**src/verilog/din_pkg.sv**
```systemverilog
`default_nettype none
package din_pkg;

  // ****************************************
  // Register map
  // ****************************************
  localparam logic [7:0] OFS_STATE      = 8'h00;  // Channel states (read)
  localparam logic [7:0] OFS_HOLD_SEL   = 8'h04;  // Held mode select
  localparam logic [7:0] OFS_REL_MODE   = 8'h08;  // Release mode select
  localparam logic [7:0] OFS_CNT_EN     = 8'h0C;  // Count output enable
  localparam logic [7:0] OFS_LINE_FAULT_CHECK_ENABLE     = 8'h10;  // Line fault check enable
  localparam logic [7:0] OFS_QUAL       = 8'h14;  // Quality flags (read)
  localparam logic [7:0] OFS_IRQ_STAT   = 8'h18;  // Sticky events, W1C
  localparam logic [7:0] OFS_IRQ_MASK   = 8'h1C;  // Event mask
  localparam logic [7:0] OFS_CFG        = 8'h20;  // Module config bits
  localparam logic [7:0] OFS_DELAY_BASE = 8'h40;  // Settle delay, one per channel
  localparam logic [7:0] OFS_COUNT_BASE = 8'h80;  // Pulse count, one per channel

  // ****************************************
  // Reset values and field layout
  // ****************************************
  localparam logic [31:0] RST_ZERO     = 32'h0000_0000;
  localparam int          CFG_PRESENT  = 0;  // Module present in slot
  localparam int          CFG_TYPE_OK  = 1;  // Module type correct
  localparam int          CFG_COMM_OK  = 2;  // Controller link alive
  localparam int          IRQ_CHG_BIT  = 0;  // State change event
  localparam int          IRQ_QUAL_BIT = 1;  // Quality raised event
  localparam int          IRQ_WRAP_BIT = 2;  // Counter wrap event

  // ****************************************
  // Timing
  // ****************************************
  localparam int CLK_HZ         = 250_000_000;
  localparam int STEP_MS        = 2;     // Settle delay step
  localparam int STEP_CYC       = CLK_HZ / 1000 * STEP_MS;
  localparam int BYPASS_HZ      = 1000;  // Bandwidth with filter bypassed
  localparam int BYPASS_CYC     = CLK_HZ / (2 * BYPASS_HZ);
  localparam int MAX_STEPS      = 256;   // 512 ms in 2 ms steps

  // ****************************************
  // Bus carriers
  // ****************************************
  typedef struct packed {
    logic [7:0]  addr;
    logic [31:0] data;
    logic [3:0]  strb;
  } wr_req_t;

  typedef struct packed {
    logic [1:0]  resp;
    logic [31:0] data;
  } rd_rsp_t;

endpackage
`default_nettype wire

```
**src/verilog/discrete_input_channel_logic.sv**
```systemverilog
// The implementer's own choices: the placing of the registers and the AXI4-Lite slave port.
`timescale 1ns/1ps
`default_nettype none

module discrete_input_channel_logic #(
  parameter int NCH       = 16,                  // Channel count, 8 or 16
  parameter int STEP_CYCS = din_pkg::STEP_CYC,   // Cycles per 2 ms step
  parameter int BYP_CYCS  = din_pkg::BYPASS_CYC  // Cycles per bypass sample
) (
  input  wire logic            ref_clk_i,
  input  wire logic            reset_n_i,
  input  wire logic [NCH-1:0]  chan_in_i,         // Field inputs
  input  wire logic [NCH-1:0]  release_input_i,   // Release inputs
  input  wire logic [NCH-1:0]  line_fault_i,      // Line fault detect
  input  wire logic            conv_fail_i,       // Converter failure
  input  wire logic            s_axi_awvalid,
  output logic                 s_axi_awready,
  input  wire logic [7:0]      s_axi_awaddr,
  input  wire logic            s_axi_wvalid,
  output logic                 s_axi_wready,
  input  wire logic [31:0]     s_axi_wdata,
  input  wire logic [3:0]      s_axi_wstrb,
  output logic                 s_axi_bvalid,
  input  wire logic            s_axi_bready,
  output logic [1:0]           s_axi_bresp,
  input  wire logic            s_axi_arvalid,
  output logic                 s_axi_arready,
  input  wire logic [7:0]      s_axi_araddr,
  output logic                 s_axi_rvalid,
  input  wire logic            s_axi_rready,
  output logic [31:0]          s_axi_rdata,
  output logic [1:0]           s_axi_rresp,
  output logic [NCH-1:0]       channel_state_output_o,
  output logic [NCH-1:0]       channel_quality_flag_o,
  output logic                 converter_quality_flag_o,
  output logic                 irq_o
);
  // ****************************************
  // Reset synchroniser and input sync
  // ****************************************
  logic [1:0]     rst_sync_q;  // Reset release stages
  logic           rst_n;       // Synchronised reset
  logic [NCH-1:0] in_s1_q;     // Input first stage
  logic [NCH-1:0] in_s2_q;     // Input second stage
  logic [NCH-1:0] rel_s1_q;    // Release first stage
  logic [NCH-1:0] rel_s2_q;    // Release second stage
  logic [NCH-1:0] rel_s3_q;    // Release edge history
  logic [NCH-1:0] lf_s1_q;     // Line fault first stage
  logic [NCH-1:0] lf_s2_q;     // Line fault second stage
  logic [1:0]     cf_s_q;      // Converter fail stages
  // Release reset after two edges
  always_ff @(posedge ref_clk_i or negedge reset_n_i) begin
    if (!reset_n_i) begin
      rst_sync_q <= 2'h0;
    end else begin
      rst_sync_q <= {rst_sync_q[0], 1'b1};
    end
  end
  assign rst_n = rst_sync_q[1];
  // Two-stage sync of all pins
  always_ff @(posedge ref_clk_i or negedge rst_n) begin
    if (!rst_n) begin
      in_s1_q  <= '0;
      in_s2_q  <= '0;
      rel_s1_q <= '0;
      rel_s2_q <= '0;
      rel_s3_q <= '0;
      lf_s1_q  <= '0;
      lf_s2_q  <= '0;
      cf_s_q   <= 2'h0;
    end else begin
      in_s1_q  <= chan_in_i;
      in_s2_q  <= in_s1_q;
      rel_s1_q <= release_input_i;
      rel_s2_q <= rel_s1_q;
      rel_s3_q <= rel_s2_q;
      lf_s1_q  <= line_fault_i;
      lf_s2_q  <= lf_s1_q;
      cf_s_q   <= {cf_s_q[0], conv_fail_i};
    end
  end
  // ****************************************
  // Tick dividers
  // ****************************************
  logic [31:0] step_cnt_q;  // 2 ms divider
  logic [31:0] byp_cnt_q;   // Bypass sample divider
  logic        step_tick;   // One pulse per 2 ms
  logic        byp_tick;    // Bypass sample pulse
  assign step_tick = (step_cnt_q == 32'(STEP_CYCS - 1));
  assign byp_tick  = (byp_cnt_q == 32'(BYP_CYCS - 1));
  // Free running dividers
  always_ff @(posedge ref_clk_i or negedge rst_n) begin
    if (!rst_n) begin
      step_cnt_q <= din_pkg::RST_ZERO;
      byp_cnt_q  <= din_pkg::RST_ZERO;
    end else begin
      step_cnt_q <= step_tick ? din_pkg::RST_ZERO : step_cnt_q + 32'h1;
      byp_cnt_q  <= byp_tick ? din_pkg::RST_ZERO : byp_cnt_q + 32'h1;
    end
  end
  // ****************************************
  // Registers
  // ****************************************
  logic [NCH-1:0] hold_high_select_q;     // Held mode per channel
  logic [NCH-1:0] release_mode_q;         // 1 = release on input edge
  logic [NCH-1:0] count_output_enable_q;  // Count visible
  logic [NCH-1:0] line_fault_check_enable_q;
  logic [8:0]     settle_delay_setting_q [NCH];  // Steps of 2 ms, 0 bypass, 256 max
  logic [2:0]     cfg_q;                  // Module present, type, link
  logic [2:0]     irq_stat_q;             // Sticky events
  logic [2:0]     irq_mask_q;             // Event enables
  logic [15:0]    count_q [NCH];          // Pulse counters
  logic [NCH-1:0] filt_q;                 // Filtered levels
  logic [NCH-1:0] held_q;                 // Held reported levels
  logic [8:0]     stab_q [NCH];           // Stable step counters
  // ****************************************
  // AXI4-Lite write path
  // ****************************************
  logic              aw_got_q;  // Address captured
  logic              w_got_q;   // Data captured
  din_pkg::wr_req_t  wr_q;      // Captured write
  logic              wr_fire;   // Both halves present
  assign s_axi_awready = !aw_got_q && !s_axi_bvalid;
  assign s_axi_wready  = !w_got_q && !s_axi_bvalid;
  assign wr_fire       = aw_got_q && w_got_q && !s_axi_bvalid;
  assign s_axi_bresp   = 2'h0;
  // Capture address and data in any order
  always_ff @(posedge ref_clk_i or negedge rst_n) begin
    if (!rst_n) begin
      aw_got_q     <= 1'b0;
      w_got_q      <= 1'b0;
      wr_q         <= '0;
      s_axi_bvalid <= 1'b0;
    end else begin
      if (s_axi_awvalid && s_axi_awready) begin
        aw_got_q   <= 1'b1;
        wr_q.addr  <= s_axi_awaddr;
      end
      if (s_axi_wvalid && s_axi_wready) begin
        w_got_q    <= 1'b1;
        wr_q.data  <= s_axi_wdata;
        wr_q.strb  <= s_axi_wstrb;
      end
      if (wr_fire) begin
        aw_got_q     <= 1'b0;
        w_got_q      <= 1'b0;
        s_axi_bvalid <= 1'b1;
      end else if (s_axi_bready) begin
        s_axi_bvalid <= 1'b0;
      end
    end
  end
  // Byte-lane merge of a write word
  function automatic logic [31:0] merge(input logic [31:0] old, input din_pkg::wr_req_t w);
    logic [31:0] r;
    r = old;
    for (int b = 0; b < 4; b++) begin
      if (w.strb[b]) begin
        r[8*b +: 8] = w.data[8*b +: 8];
      end
    end
    return r;
  endfunction
  // Writable configuration registers
  always_ff @(posedge ref_clk_i or negedge rst_n) begin
    if (!rst_n) begin
      hold_high_select_q        <= '0;
      release_mode_q            <= '0;
      count_output_enable_q     <= '0;
      line_fault_check_enable_q <= '0;
      irq_mask_q                <= 3'h0;
      cfg_q                     <= 3'h0;
      for (int c = 0; c < NCH; c++) begin
        settle_delay_setting_q[c] <= 9'h000;
      end
    end else if (wr_fire) begin
      unique case (wr_q.addr)
        din_pkg::OFS_HOLD_SEL: hold_high_select_q <= NCH'(merge(32'(hold_high_select_q), wr_q));
        din_pkg::OFS_REL_MODE: release_mode_q <= NCH'(merge(32'(release_mode_q), wr_q));
        din_pkg::OFS_CNT_EN:   count_output_enable_q <= NCH'(merge(32'(count_output_enable_q), wr_q));
        din_pkg::OFS_LINE_FAULT_CHECK_ENABLE:   line_fault_check_enable_q <= (NCH == 16) ?
                                 NCH'(merge(32'(line_fault_check_enable_q), wr_q)) : '0;
        din_pkg::OFS_IRQ_MASK: irq_mask_q <= 3'(merge(32'(irq_mask_q), wr_q));
        din_pkg::OFS_CFG:      cfg_q <= 3'(merge(32'(cfg_q), wr_q));
        default: begin
          for (int c = 0; c < NCH; c++) begin
            if (wr_q.addr == din_pkg::OFS_DELAY_BASE + 8'(4 * c)) begin
              settle_delay_setting_q[c] <= 9'(merge(32'(settle_delay_setting_q[c]), wr_q));
            end
          end
        end
      endcase
    end
  end
  // ****************************************
  // AXI4-Lite read path
  // ****************************************
  logic [31:0]    rd_word;    // Decoded read data
  logic [NCH-1:0] rd_clear;   // Auto-release on state read
  logic           rd_fire;    // Read taken
  assign s_axi_arready = !s_axi_rvalid;
  assign rd_fire       = s_axi_arvalid && s_axi_arready;
  assign s_axi_rresp   = 2'h0;
  // Read mux
  always_comb begin
    rd_word = din_pkg::RST_ZERO;
    unique case (s_axi_araddr)
      din_pkg::OFS_STATE:    rd_word = 32'(channel_state_output_o);
      din_pkg::OFS_HOLD_SEL: rd_word = 32'(hold_high_select_q);
      din_pkg::OFS_REL_MODE: rd_word = 32'(release_mode_q);
      din_pkg::OFS_CNT_EN:   rd_word = 32'(count_output_enable_q);
      din_pkg::OFS_LINE_FAULT_CHECK_ENABLE:   rd_word = 32'(line_fault_check_enable_q);
      din_pkg::OFS_QUAL:     rd_word = {15'h0000, converter_quality_flag_o,
                                        16'(channel_quality_flag_o)};
      din_pkg::OFS_IRQ_STAT: rd_word = 32'(irq_stat_q);
      din_pkg::OFS_IRQ_MASK: rd_word = 32'(irq_mask_q);
      din_pkg::OFS_CFG:      rd_word = 32'(cfg_q);
      default: begin
        for (int c = 0; c < NCH; c++) begin
          if (s_axi_araddr == din_pkg::OFS_DELAY_BASE + 8'(4 * c)) begin
            rd_word = 32'(settle_delay_setting_q[c]);
          end
          if (s_axi_araddr == din_pkg::OFS_COUNT_BASE + 8'(4 * c)) begin
            rd_word = count_output_enable_q[c] ? 32'(count_q[c]) : din_pkg::RST_ZERO;
          end
        end
      end
    endcase
  end
  // State read auto-releases held channels whose release mode bit is 0
  assign rd_clear = (rd_fire && s_axi_araddr == din_pkg::OFS_STATE) ?
                    ~release_mode_q : '0;
  // Read data register
  always_ff @(posedge ref_clk_i or negedge rst_n) begin
    if (!rst_n) begin
      s_axi_rvalid <= 1'b0;
      s_axi_rdata  <= din_pkg::RST_ZERO;
    end else if (rd_fire) begin
      s_axi_rvalid <= 1'b1;
      s_axi_rdata  <= rd_word;
    end else if (s_axi_rready) begin
      s_axi_rvalid <= 1'b0;
    end
  end
  // ****************************************
  // Channel filter, hold and counter
  // ****************************************
  logic [NCH-1:0] rise;      // Filtered rising edge
  logic [NCH-1:0] rel_edge;  // Release input rising edge
  logic [NCH-1:0] wrap;      // Counter overflow this cycle
  logic [NCH-1:0] filt_d;    // Next filtered level
  assign rel_edge = rel_s2_q & ~rel_s3_q & release_mode_q;
  // Settle filter per channel
  always_comb begin
    for (int c = 0; c < NCH; c++) begin
      filt_d[c] = filt_q[c];
      if (settle_delay_setting_q[c] == 9'h000) begin
        if (byp_tick) begin
          filt_d[c] = in_s2_q[c];
        end
      end else if (step_tick && in_s2_q[c] != filt_q[c] &&
                   stab_q[c] + 9'h1 >= settle_delay_setting_q[c]) begin
        filt_d[c] = in_s2_q[c];
      end
    end
  end
  // Stability counters and filtered levels
  always_ff @(posedge ref_clk_i or negedge rst_n) begin
    if (!rst_n) begin
      filt_q <= '0;
      for (int c = 0; c < NCH; c++) begin
        stab_q[c] <= 9'h000;
      end
    end else begin
      filt_q <= filt_d;
      for (int c = 0; c < NCH; c++) begin
        if (in_s2_q[c] == filt_q[c] || filt_d[c] != filt_q[c]) begin
          stab_q[c] <= 9'h000;  // Restart on bounce or accept
        end else if (step_tick) begin
          stab_q[c] <= stab_q[c] + 9'h1;
        end
      end
    end
  end
  assign rise = filt_d & ~filt_q;
  // Held level: set on high, released by read or edge
  always_ff @(posedge ref_clk_i or negedge rst_n) begin
    if (!rst_n) begin
      held_q <= '0;
    end else begin
      held_q <= (held_q & ~rd_clear & ~rel_edge) | filt_d;
    end
  end
  // Reported state
  assign channel_state_output_o = (hold_high_select_q & held_q) |
                                  (~hold_high_select_q & filt_q);
  // Pulse counters, one per channel
  always_ff @(posedge ref_clk_i or negedge rst_n) begin
    if (!rst_n) begin
      for (int c = 0; c < NCH; c++) begin
        count_q[c] <= 16'h0000;
      end
    end else begin
      for (int c = 0; c < NCH; c++) begin
        if (rise[c]) begin
          count_q[c] <= count_q[c] + 16'h0001;
        end
      end
    end
  end

  always_comb begin
    for (int c = 0; c < NCH; c++) begin
      wrap[c] = rise[c] && count_q[c] == 16'hFFFF;
    end
  end
  // ****************************************
  // Quality flags
  // ****************************************
  logic module_bad;  // Slot, type or link fault
  assign module_bad = !cfg_q[din_pkg::CFG_PRESENT] || !cfg_q[din_pkg::CFG_TYPE_OK] ||
                      !cfg_q[din_pkg::CFG_COMM_OK];
  // Registered quality outputs
  always_ff @(posedge ref_clk_i or negedge rst_n) begin
    if (!rst_n) begin
      channel_quality_flag_o   <= '1;
      converter_quality_flag_o <= 1'b0;
    end else begin
      channel_quality_flag_o   <= {NCH{module_bad}} |
                                  (line_fault_check_enable_q & lf_s2_q);
      converter_quality_flag_o <= cf_s_q[1];
    end
  end
  // ****************************************
  // Interrupts
  // ****************************************
  logic [NCH-1:0] qual_d;  // Quality flags of the next cycle
  logic [2:0]     ev;      // Events this cycle
  assign qual_d = {NCH{module_bad}} | (line_fault_check_enable_q & lf_s2_q);
  assign ev     = {|wrap, |(qual_d & ~channel_quality_flag_o), |(filt_d ^ filt_q)};
  // Sticky status, set beats write-one clear
  always_ff @(posedge ref_clk_i or negedge rst_n) begin
    if (!rst_n) begin
      irq_stat_q <= 3'h0;
    end else begin
      irq_stat_q <= (irq_stat_q & ~((wr_fire && wr_q.addr == din_pkg::OFS_IRQ_STAT &&
                    wr_q.strb[0]) ? wr_q.data[2:0] : 3'h0)) | ev;
    end
  end

  assign irq_o = |(irq_stat_q & irq_mask_q);

endmodule

`default_nettype wire

```
**config.mk**
```make
export PLATFORM = sky130hd
export DESIGN_NAME = discrete_input_channel_logic
export DESIGN_NICKNAME = d
export VERILOG_FILES = /design/src/verilog/din_pkg.sv /design/src/verilog/discrete_input_channel_logic.sv
export SDC_FILE = /design/constraint.sdc
export NUM_CORES = 2
export LEC_CHECK = 0
export BUFFER_PORTS_ARGS = -buffer_cell sky130_fd_sc_hd__buf_4
export CAP_MARGIN = 20
export CORE_AREA = 8 8 300 302
export CTS_BUF_LIST = sky130_fd_sc_hd__clkbuf_2 sky130_fd_sc_hd__clkbuf_4 sky130_fd_sc_hd__clkbuf_8
export DETAILED_ROUTE_END_ITERATION = 10
export DIE_AREA = 0 0 308 310
export PLACE_DENSITY = 0.75
export SYNTH_ARGS = -nofsm -noshare
export SYNTH_HDL_FRONTEND = slang
export SYNTH_SLANG_ARGS = --single-unit
```
**constraint.sdc**
```tcl
create_clock -name ref_clk_i -period 26.7 [get_ports ref_clk_i]
set_input_delay 5.34 -clock ref_clk_i [delete_from_list [all_inputs] [get_ports ref_clk_i]]
set_output_delay 5.34 -clock ref_clk_i [all_outputs]
set_load 0.1 [all_outputs]
```
## Yosys cells after proc, flatten, opt, wreduce, memory -nomap -nowiden

Index checks and enable logic that the tools add are counted.

- Register bits after elaboration: 908
- Input port bits: 108
- Output and inout port bits: 75
- Logic and storage cells: 610

- Add/sub/neg operators: 34
- Magnitude comparators: 16
- Eq/ne operators: 129
- Muxes and demuxes: 141
- Bitwise logic cells: 25
- Reductions and logical operators: 167

Operators with widths:

| cell | number |
|---|---|
| $mux W32 | 33 |
| $mux W9 | 33 |
| $pmux W32 S9 | 1 |
| $mux W16 | 17 |
| $add A16 B1 Y16 const B | 16 |
| $eq A16 B16 Y1 const B | 16 |
| $eq A8 B7 Y1 const B | 32 |
| $add A9 B1 Y9 const B | 16 |
| $and A16 B16 Y16 | 9 |
| $ge A9 B9 Y1 | 16 |
| $logic_not A9 Y1 | 16 |
| $eq A8 B8 Y1 const B | 16 |
| $reduce_and A4 Y1 | 32 |
| $not A16 Y16 | 7 |
| $add A32 B1 Y32 const B | 2 |
| $logic_and A1 B1 Y1 | 58 |
| $eq A8 B5 Y1 const B | 7 |
| $mux W1 | 56 |
| $or A16 B16 Y16 | 3 |
| $reduce_or A16 Y1 | 3 |
| $reduce_bool A2 Y1 | 20 |
| $eq A32 B17 Y1 const B | 1 |
| $eq A32 B19 Y1 const B | 1 |
| $eq A8 B4 Y1 const B | 4 |
| other kinds (16) | 97 |

## Depth between registers and ports, before layout

- Depth in word-level cells: 34
- Mapped depth: 19
- Depth with buffers taken out: 19

## Least setup slack after synthesis

OpenSTA, ideal clock, no wires.

- Path kind: reg2out
- Start point: register filt_q[0]
- End point: output port channel_state_output_o[0]
- Arrival: 2.598 ns
- Data required time: 21.360 ns
- Setup slack: 18.762 ns
- Cell stages (with the launch flop): 3
- Buffers on the path: 0
- Cell sequence: dfrtp_1 -> inv_1 -> o21ai_0

- Word-level cells in the longest chain between the ends: 2

RTL lines:

| item | line | RTL |
|---|---|---|
| start, declared | discrete_input_channel_logic.sv:113 | `logic [NCH-1:0] filt_q;` |
| start signal, assigned | discrete_input_channel_logic.sv:275 | `filt_q <= filt_d;` |
| $and A16 B16 Y16 | discrete_input_channel_logic.sv:296 | `(~hold_high_select_q & filt_q);` |
| $or A16 B16 Y16 | discrete_input_channel_logic.sv:295 | `assign channel_state_output_o = (hold_high_select_q & held_q) \|` |
| end, declared | discrete_input_channel_logic.sv:33 | `output logic [NCH-1:0] channel_state_output_o,` |

No other way between the ends.

## Worst setup path in the final report

- Start point: input port s_axi_araddr[2]
- End point: register s_axi_rdata[0]

- Word-level cells in the longest chain between the ends: 34
- Elaborated cells between the ends (all ways): 74
- Those cells by class: eq/ne (40); mux (33); reduce/logical (1)

RTL lines:

| item | line | RTL |
|---|---|---|
| start, declared | discrete_input_channel_logic.sv:28 | `input wire logic [7:0] s_axi_araddr,` |
| $eq A8 B7 Y1 | discrete_input_channel_logic.sv:220 | `if (s_axi_araddr == din_pkg::OFS_DELAY_BASE + 8'(4 * c)) begin` |
| $mux W9 | discrete_input_channel_logic.sv:220 |  |
| $mux W32 | discrete_input_channel_logic.sv:223 | `if (s_axi_araddr == din_pkg::OFS_COUNT_BASE + 8'(4 * c)) begin` |
| $mux W32 | discrete_input_channel_logic.sv:220 |  |
| $mux W32 | discrete_input_channel_logic.sv:223 |  |
| $mux W32 | discrete_input_channel_logic.sv:220 |  |
| $mux W32 | discrete_input_channel_logic.sv:223 |  |
| $mux W32 | discrete_input_channel_logic.sv:220 |  |
| (+18 left out) | -- |  |
| $mux W32 | discrete_input_channel_logic.sv:223 |  |
| $mux W32 | discrete_input_channel_logic.sv:220 |  |
| $mux W32 | discrete_input_channel_logic.sv:223 |  |
| $mux W32 | discrete_input_channel_logic.sv:220 |  |
| $mux W32 | discrete_input_channel_logic.sv:223 |  |
| $mux W32 | discrete_input_channel_logic.sv:220 |  |
| $mux W32 | discrete_input_channel_logic.sv:223 |  |
| $pmux W32 S9 (*) | discrete_input_channel_logic.sv:207 | `unique case (s_axi_araddr)` |
| end signal, assigned | discrete_input_channel_logic.sv:237 | `s_axi_rdata <= din_pkg::RST_ZERO;` |
| end signal, assigned | discrete_input_channel_logic.sv:240 | `s_axi_rdata <= rd_word;` |
| end, declared | discrete_input_channel_logic.sv:31 | `output logic [31:0] s_axi_rdata,` |

Mark *: on every way between the ends. The rest lies on a longest branch, timed or not.
A chain may end at the register's enable or synchronous reset.

==> results.txt <==
----------------------------------------------------
[Synth]
  Most area-hungry cell type in the Yosys netlist ... dfrtp_1
  Avg Cell Area, Syn ... 10.1 µm²
  Number of unique standard cell types used by synthesis ... between 80 and 90
  Number of storage elements in the synthesis netlist ... 893
  Post-synth design cell area ... between 40000 and 50000 µm²
  Share of the yosys chip area belonging to registers ... between 40 and 50%
  Number of enable-type register cells in the synthesized netlist ... 0
  Top FF cell, synth ... dfrtp_1
  Top cells by area, synth ... dfrtp_1, ha_1, xnor2_1
  Post-synth ARST share ... 100%
  Cell count after synthesis ... 4599
  Synth warnings ... 0
  Post-synth top area share ... a little under half

[Clock tree]
  Number of sinks on the clock net ... 893
  Setup bufs post-CTS ... 0
  Worst-skew pair later-pin latency ... around 830 ps
  Number of buffers inserted during clock tree synthesis ... around 150
  Root cell of the clock tree ... clkbuf_8
  Resized Gates After CTS ... 0
  Number of buffers on the longest clock path ... 3
  CTS tree ... yes
  CTS H-tree depth ... 4
  Post-cts hold buffer count ... 0
  Clock-pin slew on the worst setup and hold paths ... roughly 60 ps

[Setup path]
  Worst Setup End Kind ... register
  Register-to-register path setup slack ... between 20000 and 25000 ps
  Kind of critical path ... input pin to register
  Kind of start point of the critical path ... input pin
  Top fanout value on the critical path ... 32
  Worst R2R Path Depth ... 15
  Required time at the worst-slack endpoint ... 27430 ps
  Worst R2R End ... irq_stat_q[2]
  Reg-to-Reg Start ... step_cnt_q[19]
  Critical Path AT ... about 9300 ps

[Global routing]
  Number of antenna violations at the first check in global routing ... 6
  Pin count of the biggest net entering global routing ... approximately 180
  Total routing usage reported by global routing ... between 30% and 40%
  Number of global-route vias before repair ... ~36000
  First-pass GRT wire length ... approximately 220 mm
  Grt ovf ... 0

[Cells and area]
  Total of fill cells in the finished design ... ~7200
  Layout Area Growth over Synthesis ... 11.9%
  Fin nets ... just over 5000
  Most frequent standard cell in the layout excluding fill and tap cells ... dfrtp_1
  Utilization after layout ... between 60% and 70%
  Ratio of cells with drive above 1 in the final layout ... ~15%
  Most used cells in the layout excluding fill and tap cells ... dfrtp_1, nand2_1, nor2_1

[Route]
  Routed length per placed instance ... ~24 µm
  Routed vias ... approximately 37000
  Number of nets with antenna violations after detailed routing ... 0
  Drt initial violations ... between 4000 and 5000
  DRC Markers ... 0
  DR pass1 iterations ... 9
  Routed WL ... ~150 mm
  Vias/cell ... 6.18

[Placed design]
  Number of buffers added on ports ... between 100 and 150
  Placer congestion estimate ... 1.04
  Pre-CTS WS ... between 15000 and 20000 ps
  Detailed Place HPWL ... around 110 mm

[Timing]
  Final Cycle Share ... between 30% and 40%
  Final setup viols ... 0
  Worst setup skew after layout ... 35.1 ps
  Worst setup margin ... approximately 18000 ps
  Slew HR ... between 20 and 25%
  Number of pins exceeding their max-slew limit in the final report ... 0
  Final hold viol count ... 0
  Actual slew at the worst max-slew pin ... 1160 ps
  Final sum of negative setup slack ... 0 ps
  Achievable clock frequency ... roughly 120 MHz
  Setup repair after global routing missed its margin ... false
  Hold slack final ... 328 ps
  Period minus WS final ... approximately 8500 ps

[Die]
  Starting utilization of the core area ... approximately 54%
  Chip Height ... roughly 310 µm
  Boundary Pins ... roughly 180
  Die span in x ... 308 µm
  Core Box Area ... between 80000 and 90000 µm²
  Die area ... 95500 µm²
  Core Rows ... 108

[Pwr]
  Pwr Density ... around 64 nW/µm²
  Cell leakage power ... between 20 and 25 nW
  VDD IR-drop max ... 0.0658 mV
  Power consumption ... between 3 and 4 mW

[Flow run]
  MaxCap Viol Count ... 0

[Min path]
  Hold depth ... 0
  Worst Hold End ... rel_s2_q[1]
  Class of the most critical hold timing path ... register to register
  Source of the worst hold timing path ... rel_s1_q[1]

[Run status]
  Run status ... finished clean

----------------------------------------------------
## metrics by stage
step	area, µm²	instances
2_1_floorplan	46600	4617
3_3_place_gp	48700	5770
3_5_place_dp	48700	5770
4_1_cts	52000	6043
5_1_grt	52100	6051
6_report	52100	6053
## cells by family (layout without fill, tap and decap cells)
group                    Yosys count  count (layout)  synth area share [%]
adder cells (fa/ha/maj)          194             194                  5.21
multiplexers                     216             216                  5.17
XOR/XNOR                         491             491                  9.23
other                              2              25                0.0161
buffers and inverters            370             646                  3.35
AND/OR/NAND/NOR                 1474            1474                  15.6
flip-flops                       893             893                  48.0
AO/OA/AOI/OAI                    959             959                  13.4
## report_power, final
part	switching, mW	total, mW	internal, mW
logic	0.320	0.451	0.131
clock network	0.578	1.33	0.755
registers	0.134	1.57	1.44
total	1.03	3.35	2.32
## state kept, by name (all words and copies together), names as in the netlist, 17 cells and up
register / flops
byp_cnt_q: 32
count_q: 256
s_axi_rdata: 17
settle_delay_setting_q: 144
stab_q: 144
step_cnt_q: 32
wr_q: 26
## Yosys cell counts, types with 8 or more instances
| master | count |
|---|---|
| nand3b_1 | 17 |
| mux2_2 | 196 |
| xnor2_1 | 268 |
| nand2b_1 | 23 |
| o21a_1 | 36 |
| xor2_1 | 223 |
| inv_1 | 175 |
| nor4_1 | 38 |
| dfstp_2 | 16 |
| a32oi_1 | 25 |
| mux2i_1 | 20 |
| o211a_1 | 18 |
| clkbuf_1 | 123 |
| a22oi_1 | 67 |
| o2111ai_1 | 11 |
| a31oi_1 | 17 |
| a221oi_1 | 49 |
| or3_1 | 69 |
| a22o_1 | 11 |
| a211oi_1 | 12 |
| nor2_1 | 302 |
| nor3_1 | 58 |
| a222oi_1 | 18 |
| a21oi_1 | 212 |
| and2_1 | 14 |
| dfrtp_1 | 877 |
| nor4b_1 | 8 |
| a21o_1 | 80 |
| buf_2 | 40 |
| nand3_1 | 213 |
| o21ai_0 | 293 |
| and3_1 | 89 |
| nand4_1 | 103 |
| ha_1 | 194 |
| a41oi_1 | 16 |
| nand2_1 | 463 |
| buf_4 | 22 |
| o211ai_1 | 12 |
| a31o_2 | 17 |
| and4_1 | 16 |
| a221o_1 | 15 |
## cell type report
class / count / area [µm²] / share of cell area, %
timing repair buffer: 198 / 1560 / 2.99
tap: 1155 / 1450 / 2.77
clock buffer: 240 / 3000 / 5.75
inverter: 175 / 657 / 1.26
clock inverter: 33 / 320 / 0.615
antenna: 5 / 12.5 / 0.0240
multi-input combinational: 3354 / 22800 / 43.7
sequential: 893 / 22400 / 42.9
## routing by layer
metal / part of all wire, % / track usage (%)
met1: 42 / 43.0
met2: 42 / 44.1
met3: 11 / 7.57
met4: 5.1 / 14.8
met5: 0.018 / 0
## worst max path at each step
| stage | depth (start not counted) | start | slack (ps) | endpoint |
|---|---|---|---|---|
| finish | 9 | s_axi_araddr[2] | 18150 | s_axi_rdata[0] |
| global route | 9 | s_axi_araddr[2] | 18250 | s_axi_rdata[0] |
| global placement | 9 | s_axi_araddr[2] | 17610 | s_axi_rdata[0] |
| detailed placement | 9 | s_axi_araddr[2] | 17650 | s_axi_rdata[0] |
| CTS | 9 | s_axi_araddr[2] | 18490 | s_axi_rdata[0] |
| floorplan | 0 | rst_sync_q[1] | 12220 | aw_got_q |
## worst max-delay path, cell delays in order
cell and delay (ps):
buf_4 260, nor4b_4 670, buf_4 450, and3_1 720, a211o_1 290, o211ai_1 290, a311oi_1 840, a2111oi_0 200
o21ai_1 190
(Power assumes the default switching activity.)
